[src/verilog/ble_pkg.sv]
// Shared constants and types for the bit and load/store execution block.
package ble_pkg;

   // Status register bit positions.
   localparam int SR_C = 0;
   localparam int SR_Z = 1;
   localparam int SR_N = 2;
   localparam int SR_V = 3;
   localparam int SR_S = 4;
   localparam int SR_H = 5;
   localparam int SR_T = 6;
   localparam int SR_I = 7;

   // Value of the status register after reset.
   localparam logic [7:0] STATUS_RST = 8'h00;

   // Low register of each 16-bit pointer pair.
   localparam logic [4:0] PTR_X_LO = 5'h1a;
   localparam logic [4:0] PTR_Y_LO = 5'h1c;
   localparam logic [4:0] PTR_Z_LO = 5'h1e;

   // Plain register port offsets.
   localparam logic [3:0] REG_STATUS = 4'h0;
   localparam logic [3:0] REG_STATE = 4'h1;

   // Occupancy of each operation class in clock cycles.
   localparam int SIMPLE_CYCLES = 1;
   localparam int MEM_CYCLES = 2;

   // Operations handed over by the instruction fetch stage.
   typedef enum logic [4:0] {
      OP_NOP,
      OP_ROTATE_RIGHT_CARRY,
      OP_ARITH_SHIFT_RIGHT,
      OP_BIT_TO_T_FLAG,
      OP_T_FLAG_TO_BIT,
      OP_SET_SIGN_FLAG,
      OP_CLEAR_SIGN_FLAG,
      OP_SET_OVERFLOW_FLAG,
      OP_CLEAR_OVERFLOW_FLAG,
      OP_SET_HALF_CARRY,
      OP_CLEAR_HALF_CARRY,
      OP_REGISTER_PAIR_COPY,
      OP_INDIRECT_MEMORY_READ,
      OP_DISPLACED_MEMORY_READ,
      OP_DIRECT_MEMORY_READ,
      OP_INDIRECT_MEMORY_WRITE
   } ble_op_t;

   typedef enum logic [1:0] {PTR_X, PTR_Y, PTR_Z} ble_ptr_t;

   typedef enum logic [1:0] {AM_PLAIN, AM_POST_INC, AM_PRE_DEC} ble_mode_t;

   // One decoded instruction.
   typedef struct packed {
      ble_op_t op;
      logic [4:0] rd;
      logic [4:0] rr;
      logic [2:0] bit_sel;
      ble_ptr_t ptr;
      ble_mode_t mode;
      logic [5:0] disp;
      logic [15:0] addr;
   } ble_cmd_t;

   // Data memory request.
   typedef struct packed {
      logic valid;
      logic we;
      logic [15:0] addr;
      logic [7:0] wdata;
   } ble_mem_req_t;

   // Register file write, one or two bytes at addr and addr+1.
   typedef struct packed {
      logic we_lo;
      logic we_hi;
      logic [4:0] addr;
      logic [15:0] data;
   } ble_rf_wr_t;

endpackage
[src/verilog/ble_exec.sv]
// Execution of bit, flag and data transfer operations for an 8-bit core.
`timescale 1ns/1ps
`default_nettype none
module ble_exec (
   input wire logic ref_clk_in, // System clock, 50 MHz.
   input wire logic resetn_in, // Synchronous reset, active low.
   input wire logic ce_in, // Clock enable, freezes state when low.
   input wire logic cmd_valid_in, // Decoded instruction offered.
   input wire ble_pkg::ble_cmd_t cmd_in, // Decoded instruction.
   output logic cmd_ready_out, // Ready in the issue phase, even while ce_in is low.
   output logic [4:0] rf_a_addr_out, // Pair read address.
   input wire logic [15:0] rf_a_data_in, // Registers a+1 and a.
   output logic [4:0] rf_b_addr_out, // Byte read address.
   input wire logic [7:0] rf_b_data_in, // Register b.
   output ble_pkg::ble_rf_wr_t rf_wr_out, // Register file write.
   output ble_pkg::ble_mem_req_t mem_req_out, // Data memory request.
   input wire logic [7:0] mem_rdata_in, // Read data during request.
   output logic [7:0] status_out, // Status register.
   input wire logic [3:0] reg_addr_in, // Register port address.
   input wire logic [7:0] reg_wdata_in, // Register port write data.
   input wire logic reg_wr_in, // Register port write strobe.
   input wire logic reg_rd_in, // Register port read strobe.
   output logic [7:0] reg_rdata_out // Read data, one cycle later.
);
   import ble_pkg::*;

   typedef enum logic {PH_ISSUE, PH_MEM} ble_phase_t;

   ble_phase_t phase_r;
   ble_phase_t phase_nxt;
   logic [7:0] status_r;
   logic [7:0] status_nxt;
   ble_rf_wr_t rf_wr_r;
   ble_rf_wr_t rf_wr_nxt;
   ble_mem_req_t mem_req_r;
   ble_mem_req_t mem_req_nxt;
   logic [4:0] load_rd_r;
   logic [4:0] load_rd_nxt;
   logic load_pend_r;
   logic load_pend_nxt;
   logic [7:0] reg_rdata_r;
   logic [7:0] reg_rdata_nxt;

   logic fire;
   logic [4:0] ptr_lo;
   logic [15:0] pair_a;
   logic [7:0] val_b;
   logic [15:0] ptr_new;
   logic [15:0] eff_addr;
   logic ptr_upd;
   logic [7:0] fu_result;
   logic [7:0] fu_status;

   // The register file writes at the end of the cycle in which our write
   // stands, so a dependent read in that cycle would see the old value.
   function automatic logic [7:0] fwd_byte(input logic [4:0] a,
                                            input logic [7:0] raw,
                                            input ble_rf_wr_t w);
      logic [7:0] v;
      v = raw;
      if (w.we_lo && w.addr == a) begin
         v = w.data[7:0];
      end
      if (w.we_hi && 5'(w.addr + 5'h01) == a) begin
         v = w.data[15:8];
      end
      return v;
   endfunction

   // An instruction is taken only in the issue phase and while enabled.
   assign cmd_ready_out = (phase_r == PH_ISSUE);
   assign fire = ce_in && cmd_valid_in && (phase_r == PH_ISSUE);

   // Pointer pair selection.
   always_comb begin
      unique case (cmd_in.ptr)
         PTR_X: ptr_lo = PTR_X_LO;
         PTR_Y: ptr_lo = PTR_Y_LO;
         PTR_Z: ptr_lo = PTR_Z_LO;
         default: ptr_lo = PTR_Z_LO;
      endcase
   end

   // Read addresses: pair port for pointers and pair copies, byte port
   // for the single operand of bit, shift and store operations.
   always_comb begin
      if (cmd_in.op == OP_REGISTER_PAIR_COPY) begin
         rf_a_addr_out = cmd_in.rr;
      end else begin
         rf_a_addr_out = ptr_lo;
      end
      if (cmd_in.op == OP_ROTATE_RIGHT_CARRY ||
          cmd_in.op == OP_ARITH_SHIFT_RIGHT ||
          cmd_in.op == OP_T_FLAG_TO_BIT) begin
         rf_b_addr_out = cmd_in.rd;
      end else begin
         rf_b_addr_out = cmd_in.rr;
      end
   end

   // Operand values with the pending write forwarded.
   assign pair_a = {fwd_byte(5'(rf_a_addr_out + 5'h01), rf_a_data_in[15:8],
                             rf_wr_r),
                    fwd_byte(rf_a_addr_out, rf_a_data_in[7:0], rf_wr_r)};
   assign val_b = fwd_byte(rf_b_addr_out, rf_b_data_in, rf_wr_r);

   // Effective address and pointer update, full 16-bit arithmetic.
   always_comb begin
      eff_addr = pair_a;
      ptr_new = pair_a;
      ptr_upd = 1'b0;
      if (cmd_in.op == OP_DIRECT_MEMORY_READ) begin
         eff_addr = cmd_in.addr;
      end else if (cmd_in.op == OP_DISPLACED_MEMORY_READ) begin
         eff_addr = pair_a + {10'h000, cmd_in.disp};
      end else begin
         unique case (cmd_in.mode)
            AM_POST_INC: begin
               ptr_new = pair_a + 16'h0001;
               ptr_upd = 1'b1;
            end
            AM_PRE_DEC: begin
               ptr_new = pair_a - 16'h0001;
               eff_addr = ptr_new;
               ptr_upd = 1'b1;
            end
            default: begin
               ptr_upd = 1'b0;
            end
         endcase
      end
   end

   // Shift and flag datapath.
   ble_flag_unit u_flag (
      .op_in(cmd_in.op),
      .value_in(val_b),
      .bit_sel_in(cmd_in.bit_sel),
      .status_in(status_r),
      .result_out(fu_result),
      .status_out(fu_status)
   );

   // Next state of the sequencer. An instruction's flag update wins over
   // a software write to the status register in the same cycle.
   always_comb begin
      phase_nxt = phase_r;
      status_nxt = status_r;
      rf_wr_nxt = '0;
      mem_req_nxt = '0;
      load_rd_nxt = load_rd_r;
      load_pend_nxt = load_pend_r;
      if (reg_wr_in && reg_addr_in == REG_STATUS) begin
         status_nxt = reg_wdata_in;
      end
      unique case (phase_r)
         PH_ISSUE: begin
            if (cmd_valid_in) begin
               unique case (cmd_in.op)
                  OP_ROTATE_RIGHT_CARRY, OP_ARITH_SHIFT_RIGHT: begin
                     status_nxt = fu_status;
                     rf_wr_nxt.we_lo = 1'b1;
                     rf_wr_nxt.addr = cmd_in.rd;
                     rf_wr_nxt.data = {8'h00, fu_result};
                  end
                  OP_T_FLAG_TO_BIT: begin
                     rf_wr_nxt.we_lo = 1'b1;
                     rf_wr_nxt.addr = cmd_in.rd;
                     rf_wr_nxt.data = {8'h00, fu_result};
                  end
                  OP_BIT_TO_T_FLAG, OP_SET_SIGN_FLAG, OP_CLEAR_SIGN_FLAG,
                  OP_SET_OVERFLOW_FLAG, OP_CLEAR_OVERFLOW_FLAG,
                  OP_SET_HALF_CARRY, OP_CLEAR_HALF_CARRY: begin
                     status_nxt = fu_status;
                  end
                  OP_REGISTER_PAIR_COPY: begin
                     rf_wr_nxt.we_lo = 1'b1;
                     rf_wr_nxt.we_hi = 1'b1;
                     rf_wr_nxt.addr = cmd_in.rd;
                     rf_wr_nxt.data = pair_a;
                  end
                  OP_INDIRECT_MEMORY_READ, OP_DISPLACED_MEMORY_READ,
                  OP_DIRECT_MEMORY_READ, OP_INDIRECT_MEMORY_WRITE: begin
                     // First cycle: request out, pointer written back.
                     mem_req_nxt.valid = 1'b1;
                     mem_req_nxt.we =
                        (cmd_in.op == OP_INDIRECT_MEMORY_WRITE);
                     mem_req_nxt.addr = eff_addr;
                     mem_req_nxt.wdata = val_b;
                     rf_wr_nxt.we_lo = ptr_upd;
                     rf_wr_nxt.we_hi = ptr_upd;
                     rf_wr_nxt.addr = ptr_lo;
                     rf_wr_nxt.data = ptr_new;
                     load_pend_nxt = !mem_req_nxt.we;
                     load_rd_nxt = cmd_in.rd;
                     phase_nxt = PH_MEM;
                  end
                  default: begin
                     phase_nxt = PH_ISSUE;
                  end
               endcase
            end
         end
         PH_MEM: begin
            // Second cycle: the memory answers, the destination is written.
            phase_nxt = PH_ISSUE;
            rf_wr_nxt.we_lo = load_pend_r;
            rf_wr_nxt.addr = load_rd_r;
            rf_wr_nxt.data = {8'h00, mem_rdata_in};
            load_pend_nxt = 1'b0;
         end
      endcase
   end

   // Register port read data; unmapped offsets read as zero.
   always_comb begin
      reg_rdata_nxt = 8'h00;
      if (reg_rd_in && reg_addr_in == REG_STATUS) begin
         reg_rdata_nxt = status_r;
      end else if (reg_rd_in && reg_addr_in == REG_STATE) begin
         reg_rdata_nxt = {7'h00, phase_r == PH_MEM};
      end
   end

   // State registers, all frozen while the clock enable is low.
   always_ff @(posedge ref_clk_in) begin
      if (!resetn_in) begin
         phase_r <= PH_ISSUE;
         status_r <= STATUS_RST;
         rf_wr_r <= '0;
         mem_req_r <= '0;
         load_rd_r <= 5'h00;
         load_pend_r <= 1'b0;
         reg_rdata_r <= 8'h00;
      end else if (ce_in) begin
         phase_r <= phase_nxt;
         status_r <= status_nxt;
         rf_wr_r <= rf_wr_nxt;
         mem_req_r <= mem_req_nxt;
         load_rd_r <= load_rd_nxt;
         load_pend_r <= load_pend_nxt;
         reg_rdata_r <= reg_rdata_nxt;
      end
   end

   assign rf_wr_out = rf_wr_r;
   assign mem_req_out = mem_req_r;
   assign status_out = status_r;
   assign reg_rdata_out = reg_rdata_r;
endmodule
`default_nettype wire

[src/verilog/ble_flag_unit.sv]
// Shift, bit-move and flag-forcing datapath of the execution block.
`timescale 1ns/1ps
`default_nettype none
module ble_flag_unit (
   input wire ble_pkg::ble_op_t op_in, // Operation in execution.
   input wire logic [7:0] value_in, // Register operand.
   input wire logic [2:0] bit_sel_in, // Selected bit number.
   input wire logic [7:0] status_in, // Current status register.
   output logic [7:0] result_out, // Register result.
   output logic [7:0] status_out // Status register result.
);
   import ble_pkg::*;

   // All results are combinational; the caller registers them.
   always_comb begin
      result_out = value_in;
      status_out = status_in;
      unique case (op_in)
         OP_ROTATE_RIGHT_CARRY, OP_ARITH_SHIFT_RIGHT: begin
            // Carry in on the rotate, sign kept on the shift.
            if (op_in == OP_ROTATE_RIGHT_CARRY) begin
               result_out = {status_in[SR_C], value_in[7:1]};
            end else begin
               result_out = {value_in[7], value_in[7:1]};
            end
            status_out[SR_C] = value_in[0];
            status_out[SR_N] = result_out[7];
            status_out[SR_V] = result_out[7] ^ value_in[0];
            status_out[SR_Z] = (result_out == 8'h00);
         end
         OP_BIT_TO_T_FLAG: begin
            status_out[SR_T] = value_in[bit_sel_in];
         end
         OP_T_FLAG_TO_BIT: begin
            result_out[bit_sel_in] = status_in[SR_T];
         end
         OP_SET_SIGN_FLAG: begin
            status_out[SR_S] = 1'b1;
         end
         OP_CLEAR_SIGN_FLAG: begin
            status_out[SR_S] = 1'b0;
         end
         OP_SET_OVERFLOW_FLAG: begin
            status_out[SR_V] = 1'b1;
         end
         OP_CLEAR_OVERFLOW_FLAG: begin
            status_out[SR_V] = 1'b0;
         end
         OP_SET_HALF_CARRY: begin
            status_out[SR_H] = 1'b1;
         end
         OP_CLEAR_HALF_CARRY: begin
            status_out[SR_H] = 1'b0;
         end
         default: begin
            // Transfer operations leave value and flags alone.
            result_out = value_in;
         end
      endcase
   end
endmodule
`default_nettype wire

[config.mk]
export PLATFORM = sky130hd
export DESIGN_NAME = ble_exec
export DESIGN_NICKNAME = d
export VERILOG_FILES = /design/src/verilog/ble_pkg.sv /design/src/verilog/ble_exec.sv /design/src/verilog/ble_flag_unit.sv
export SDC_FILE = /design/constraint.sdc
export NUM_CORES = 1
export LEC_CHECK = 0
export ABC_CLOCK_PERIOD_IN_PS = 10250
export BUFFER_PORTS_ARGS = -buffer_cell sky130_fd_sc_hd__buf_2
export CAP_MARGIN = 20
export CORE_MARGIN = 2
export CORE_UTILIZATION = 60
export CTS_CLUSTER_DIAMETER = 150
export CTS_CLUSTER_SIZE = 25
export DETAILED_ROUTE_END_ITERATION = 10
export PLACE_DENSITY_LB_ADDON = 0.15
export SLEW_MARGIN = 20
export SYNTH_ARGS = -nofsm -noshare
export SYNTH_HDL_FRONTEND = slang
export SYNTH_HIERARCHICAL = 1
export SYNTH_SLANG_ARGS = --single-unit
[constraint.sdc]
create_clock -name ref_clk_in -period 10.25 [get_ports ref_clk_in]
set_input_delay 2.5625 -clock ref_clk_in [delete_from_list [all_inputs] [get_ports ref_clk_in]]
set_output_delay 2.5625 -clock ref_clk_in [all_outputs]
set_load 0.01 [all_outputs]
* After elaboration in Yosys (flattened, before gate mapping)
Index checks and enable logic that the tools add are counted.
** Cells by class
- Add/sub/neg operators :: 5
- $lt $le $gt $ge :: 2
- Equality and inequality tests :: 33
- Reduce and logical (&&, ||, !) cells :: 30
- Muxes and demuxes :: 53
- Bitwise gates (word level) :: 2
** Operators with widths (number)
- $mux 8 :: 14
- $mux 16 :: 5
- $mux 26 :: 3
- $pmux 21 s3 :: 1
- $pmux 21 s2 :: 1
- $eq 5x4->1 const B :: 8
- $pmux 16 s2 :: 1
- $eq 5x5->1 :: 6
- $mux 23 :: 1
- $eq 5x3->1 const B :: 4
- $add 16x1->16 const B :: 1
- $add 16x6->16 :: 1
- $sub 16x1->16 const B :: 1
- $pmux 1 s2 :: 7
- $mux 1 :: 12
- $reduce_and 2->1 :: 6
- $add 5x1->5 const B :: 2
- $eq 5x2->1 const B :: 2
- $logic_and 1x1->1 :: 10
- $mux 5 :: 2
- $ne 5x2->1 const B :: 2
- $reduce_or 9->1 :: 1
- $bwmux 8 :: 1
- $logic_not 8->1 :: 1
- 27 further kinds :: 32
** Word-level totals
- Output and inout bits :: 76
- Logic and storage cells :: 143
- Bits in registers :: 72
- Bits of input ports :: 94

* Longest topological paths before layout
- Depth in word-level cells :: 15
- Depth in mapped cells :: 24
- Depth with buffers taken out :: 21

* Hierarchy
The synthesis kept the hierarchy.
** Modules (own cells, without submodules)
- ble_exec :: area an instance 6472.5 µm², seq. area each 1421.4 µm², instances 1, cells each 832
- ble_flag_unit :: area an instance 595.6 µm², seq. area each 0.0 µm², instances 1, cells each 95

* Least setup slack after synthesis
No wires, ideal clock.
- Kind :: in2reg
- Start :: input port cmd_in[40] (netlist name)
- End :: register mem_req_r (netlist bit mem_req_out[16])
- Data arrival time :: 6.464 ns
- Slack :: 3.668 ns
- Cell stages on the path :: 23
- Path buffers :: 3
- Data required time :: 10.132 ns
- Setup time :: 0.118 ns
- Path through :: buf_4 -> and4b_1 -> buf_6 -> a21o_1 -> and3_1 -> o2111ai_4 -> buf_6 -> mux2_4 -> mux2i_1 -> inv_1 -> ha_1 -> fa_1 -> a21oi_1 -> nor2_1 -> nor2_1 -> nor2b_1 -> o21ai_0 -> a21oi_1 -> nor2b_1 -> a31oi_1 -> xnor2_1 -> o221ai_1 -> nand2_1
** Between the ends
- Longest elaborated chain between the ends :: 14
- Elaborated cells between the ends (all ways) :: 28
- Those cells by class :: add/sub: 3; eq/ne: 9; mux: 11; reduce/logical: 5
** RTL lines
- start, declared :: RTL line ble_exec.sv:9 : input wire ble_pkg::ble_cmd_t cmd_in,
- $eq 5x4->1
- $mux 5 :: RTL line ble_exec.sv:87 : if (cmd_in.op == OP_REGISTER_PAIR_COPY) begin
- $add 5x1->5 :: RTL line ble_exec.sv:102 : assign pair_a = {fwd_byte(5'(rf_a_addr_out + 5'h01), rf_a_data_in[15:8],
- $eq 5x5->1 :: RTL line ble_exec.sv:61 : if (w.we_lo && w.addr == a) begin
- $logic_and 1x1->1 :: RTL line ble_exec.sv:61
- $mux 8 :: RTL line ble_exec.sv:61
- $mux 8 :: RTL line ble_exec.sv:64 : if (w.we_hi && 5'(w.addr + 5'h01) == a) begin
- $sub 16x1->16 :: RTL line ble_exec.sv:123 : ptr_new = pair_a - 16'h0001;
- $mux 16 :: RTL line ble_exec.sv:117 : unique case (cmd_in.mode)
- $mux 16 :: RTL line ble_exec.sv:114 : end else if (cmd_in.op == OP_DISPLACED_MEMORY_READ) begin
- $mux 16 :: RTL line ble_exec.sv:112 : if (cmd_in.op == OP_DIRECT_MEMORY_READ) begin
- $mux 26 (*) :: RTL line ble_exec.sv:159 : unique case (cmd_in.op)
- $mux 26 (*) :: RTL line ble_exec.sv:158 : if (cmd_valid_in) begin
- $mux 26 (*) :: RTL line ble_exec.sv:156 : unique case (phase_r)
- end signal, assigned :: RTL line ble_exec.sv:239 : mem_req_r <= mem_req_nxt;
- end, declared :: RTL line ble_exec.sv:35 : ble_mem_req_t mem_req_r;
Mark *: on every way between the ends. The rest lies on a longest branch, timed or not.
A chain may end at the register's enable or synchronous reset.

* Worst setup path in the final report
Ends and elaborated chain as after synthesis.

==> impl_metrics.json <==
{
  "viasPerCell": 6.68,
  "fin_crit_ps": 7420,
  "power_frac_clock": 0.381,
  "drc": 0,
  "hold_buffers": 0,
  "first_global_vias": 7276,
  "diodes": 0,
  "core_area_mm2": 0.0115,
  "slew_headroom": 0.295,
  "yosysUniqueCellTypes": 95,
  "cts_resized": 0,
  "setup_ws_ps": 2830,
  "crit_fanout": 24,
  "setup_violations": 0,
  "async_reset_ff_frac": 0,
  "postCtsSetupBuffers": 0,
  "cts.reportedPaths.clkPinSlew_ps": 60,
  "clock-sinks": 71,
  "synth_area_mm2": 0.00707,
  "hpwl_um": 17800,
  "first_pass_iters": 5,
  "crit_arrival_ps": 7640,
  "worstMarginPinSlew_ps": 1050,
  "worst_ep_required_time_ps": 10470,
  "grt_remaining_overflow": 0,
  "power.net_switching_uw": 254,
  "synth_most_common_cell": "nand2_1",
  "die_w_um": 113,
  "ys_ff_latch": 71,
  "seq_area_frac_synth": 0.201,
  "drtAntennaViolNets": 0,
  "grt_pass1_wl_um": 38200,
  "slew_violations": 0,
  "wl_per_cell_um": 20.1,
  "grt_start_max_net_pins": 63,
  "via_count": 8046,
  "syn_avg_cell_area_um2": 7.62,
  "status": "complete, no violations",
  "min_period_over_period": 0.724,
  "die_y_um": 113,
  "h-tree-depth": 3,
  "yosys-top-cells-count": "nand2_1 (99), nor2_1 (74), dfxtp_1 (71)",
  "nFillCells": 995,
  "syn-num-nets": 1035,
  "synth_top_area_cell": "dfxtp_1",
  "max_cap_violations": 0,
  "p_int_uw": 525,
  "syn2layout_area_growth_pct": 15.2,
  "port_buffers": 169,
  "drive_gt1_frac": 0.234,
  "p_comb_frac": 0.248,
  "synthTopCellsByArea": "dfxtp_1 (20%), mux2i_1 (5.9%), nand2_1 (5.3%)",
  "path_class": "in2reg",
  "synth_edf_count": 0,
  "finalHoldViolCount": 0,
  "synth_top_area_frac": 0.201,
  "power_frac_seq": 0.371,
  "clk_latency_ps": 340,
  "tritoncts": "done",
  "numCtsBuffers": 9,
  "p_leak_uw": 0.00343,
  "grt.total_usage": 0.373,
  "initial_core_util": 0.616,
  "tns_ps": 0,
  "finalInstanceArea_mm2": 0.00814,
  "cp-end-kind": "register",
  "power.density_mw_per_mm2": 95.7,
  "synth_cells": 927,
  "rsz0062_at_grt": "false",
  "yosys_warnings": 6,
  "hold_path.class": "reg2reg",
  "placed_cell_area_mm2": 0.00786,
  "io_pins": 170,
  "die_area_mm2": 0.0127,
  "place_ws_ps": 2690,
  "drt_iter0_drc": 1015,
  "max_freq_mhz": 135,
  "swShare": 0.326,
  "num_rows": 39,
  "ir_worst_vdd_mv": 0.128,
  "antenna_found_initial": 0,
  "wl_um": 24200,
  "finalNetCount": 1165,
  "cts_root_buffer": "clkbuf_16",
  "critPathLaunchType": "primary input",
  "ys.flop_type": "dfxtp_1",
  "gp_congestion": 0.983,
  "fin_worst_skew_ps": 6.68,
  "clockBufferDepth": 2
}
## flip-flops by register name (all words and copies together) (netlist names)
name and count:
load_rd_r 5, load_pend_r 1, rf_wr_out 23, mem_req_out 25, reg_rdata_out 8, phase_r 1, status_out 8
## layer usage
| metal | part of all wire | vias up | global-route usage |
|---|---|---|---|
| met1 | 0.42 | 3698 | 0.537 |
| met5 | 0 | - | 0 |
| met3 | 0.13 | 53 | 0.0934 |
| li1 | - | 3748 | - |
| met4 | 0.024 | 0 | 0.122 |
| met2 | 0.42 | 547 | 0.548 |
## cells in the final DEF (no fill, tap or decap), types with 9 or more instances in the layout
cell / synthesis / layout
a21oi_1: 50 / 50
a31oi_1: 18 / 18
mux2i_1: 42 / 42
nor3_1: 20 / 20
o211ai_1: 21 / 21
o21ai_0: 48 / 48
mux2_2: 15 / 15
nor2b_1: 34 / 34
nor2_1: 74 / 74
nand2b_1: 12 / 12
a21boi_0: 14 / 14
clkbuf_16: 0 / 9
dfxtp_1: 71 / 71
nand3_1: 31 / 31
buf_2: 8 / 169
a22oi_1: 27 / 27
nor4_1: 12 / 12
or3_1: 13 / 13
xor2_1: 13 / 13
a22o_1: 9 / 9
o211a_1: 9 / 9
nand4_1: 13 / 13
nand2_1: 99 / 99
ha_1: 13 / 13
inv_1: 22 / 22
xnor2_1: 28 / 28
## kinds of logic (layout without fill, tap and decap cells)
group           count (synthesis)  in the layout  synth area share
mux                            65             65             0.100
simple gates                  359            359             0.267
fa+ha+maj                      14             14            0.0258
xor+xnor                       42             42            0.0531
flops                          71             71             0.201
buf+inv                        84            219            0.0559
compound gates                292            292             0.297
## worst max-delay path: stages
cell      delay [ps]
buf_2            290
nand4b_2         260
nor2_1           660
a21oi_1          230
nor4b_4          250
buf_4            370
mux2i_1          600
inv_1            220
ha_1             270
fa_1             410
a21oi_1          140
nor2_1            60
nor2_1           150
nor2b_1           60
o21ai_0          150
a21oi_1          140
nor2b_1          190
a31oi_1          230
xnor2_1          110
o221ai_1         200
nand2_1           90
## per-stage QoR
stage / util / instances / power [µW] / hold slack (ps)
after floorplan: - / 927 / 418 / 443
after global placement: 0.686 / 1189 / 480 / 422
after detailed placement: 0.686 / 1189 / 481 / 426
after CTS: 0.710 / 1205 / 774 / 435
after global routing: 0.710 / 1205 / 808 / 458
final: 0.710 / 1205 / 779 / 432
## worst paths after layout
| check | start | end | slack, ps | depth (start not counted) |
|---|---|---|---|---|
| min | mem_req_out[15]$_SDFFE_PN0P_ | mem_req_out[15]$_SDFFE_PN0P_ | 430 | 2 |
| max reg2reg | rf_wr_out[16]$_SDFFE_PN0P_ | mem_req_out[16]$_SDFFE_PN0P_ | 4410 | 22 |
| max | cmd_in[40] | mem_req_out[16]$_SDFFE_PN0P_ | 2830 | 21 |
| min reg2reg | mem_req_out[15]$_SDFFE_PN0P_ | mem_req_out[15]$_SDFFE_PN0P_ | 430 | 2 |
## power by group through the flow
| stage | registers, µW | clock network [µW] | logic, µW |
|---|---|---|---|
| 3_3_place_gp | 294 | 0 | 185 |
| 4_1_cts | 288 | 298 | 188 |
| 3_5_place_dp | 294 | 0 | 186 |
| 5_1_grt | 289 | 310 | 208 |
| 6_report | 289 | 297 | 193 |
| 2_1_floorplan | 293 | 0 | 125 |
## area by class of cell
type,instances,area (µm²),area share
well taps,143,179,0.0220
flip-flops and latches,71,1420,0.175
repair buffers,177,906,0.111
inverters,26,100,0.0123
multi-input cells,772,5260,0.646
clock inverters,5,33.8,0.00415
clock buffers,11,243,0.0298
No activity file was read; power rests on OpenSTA's default activity.
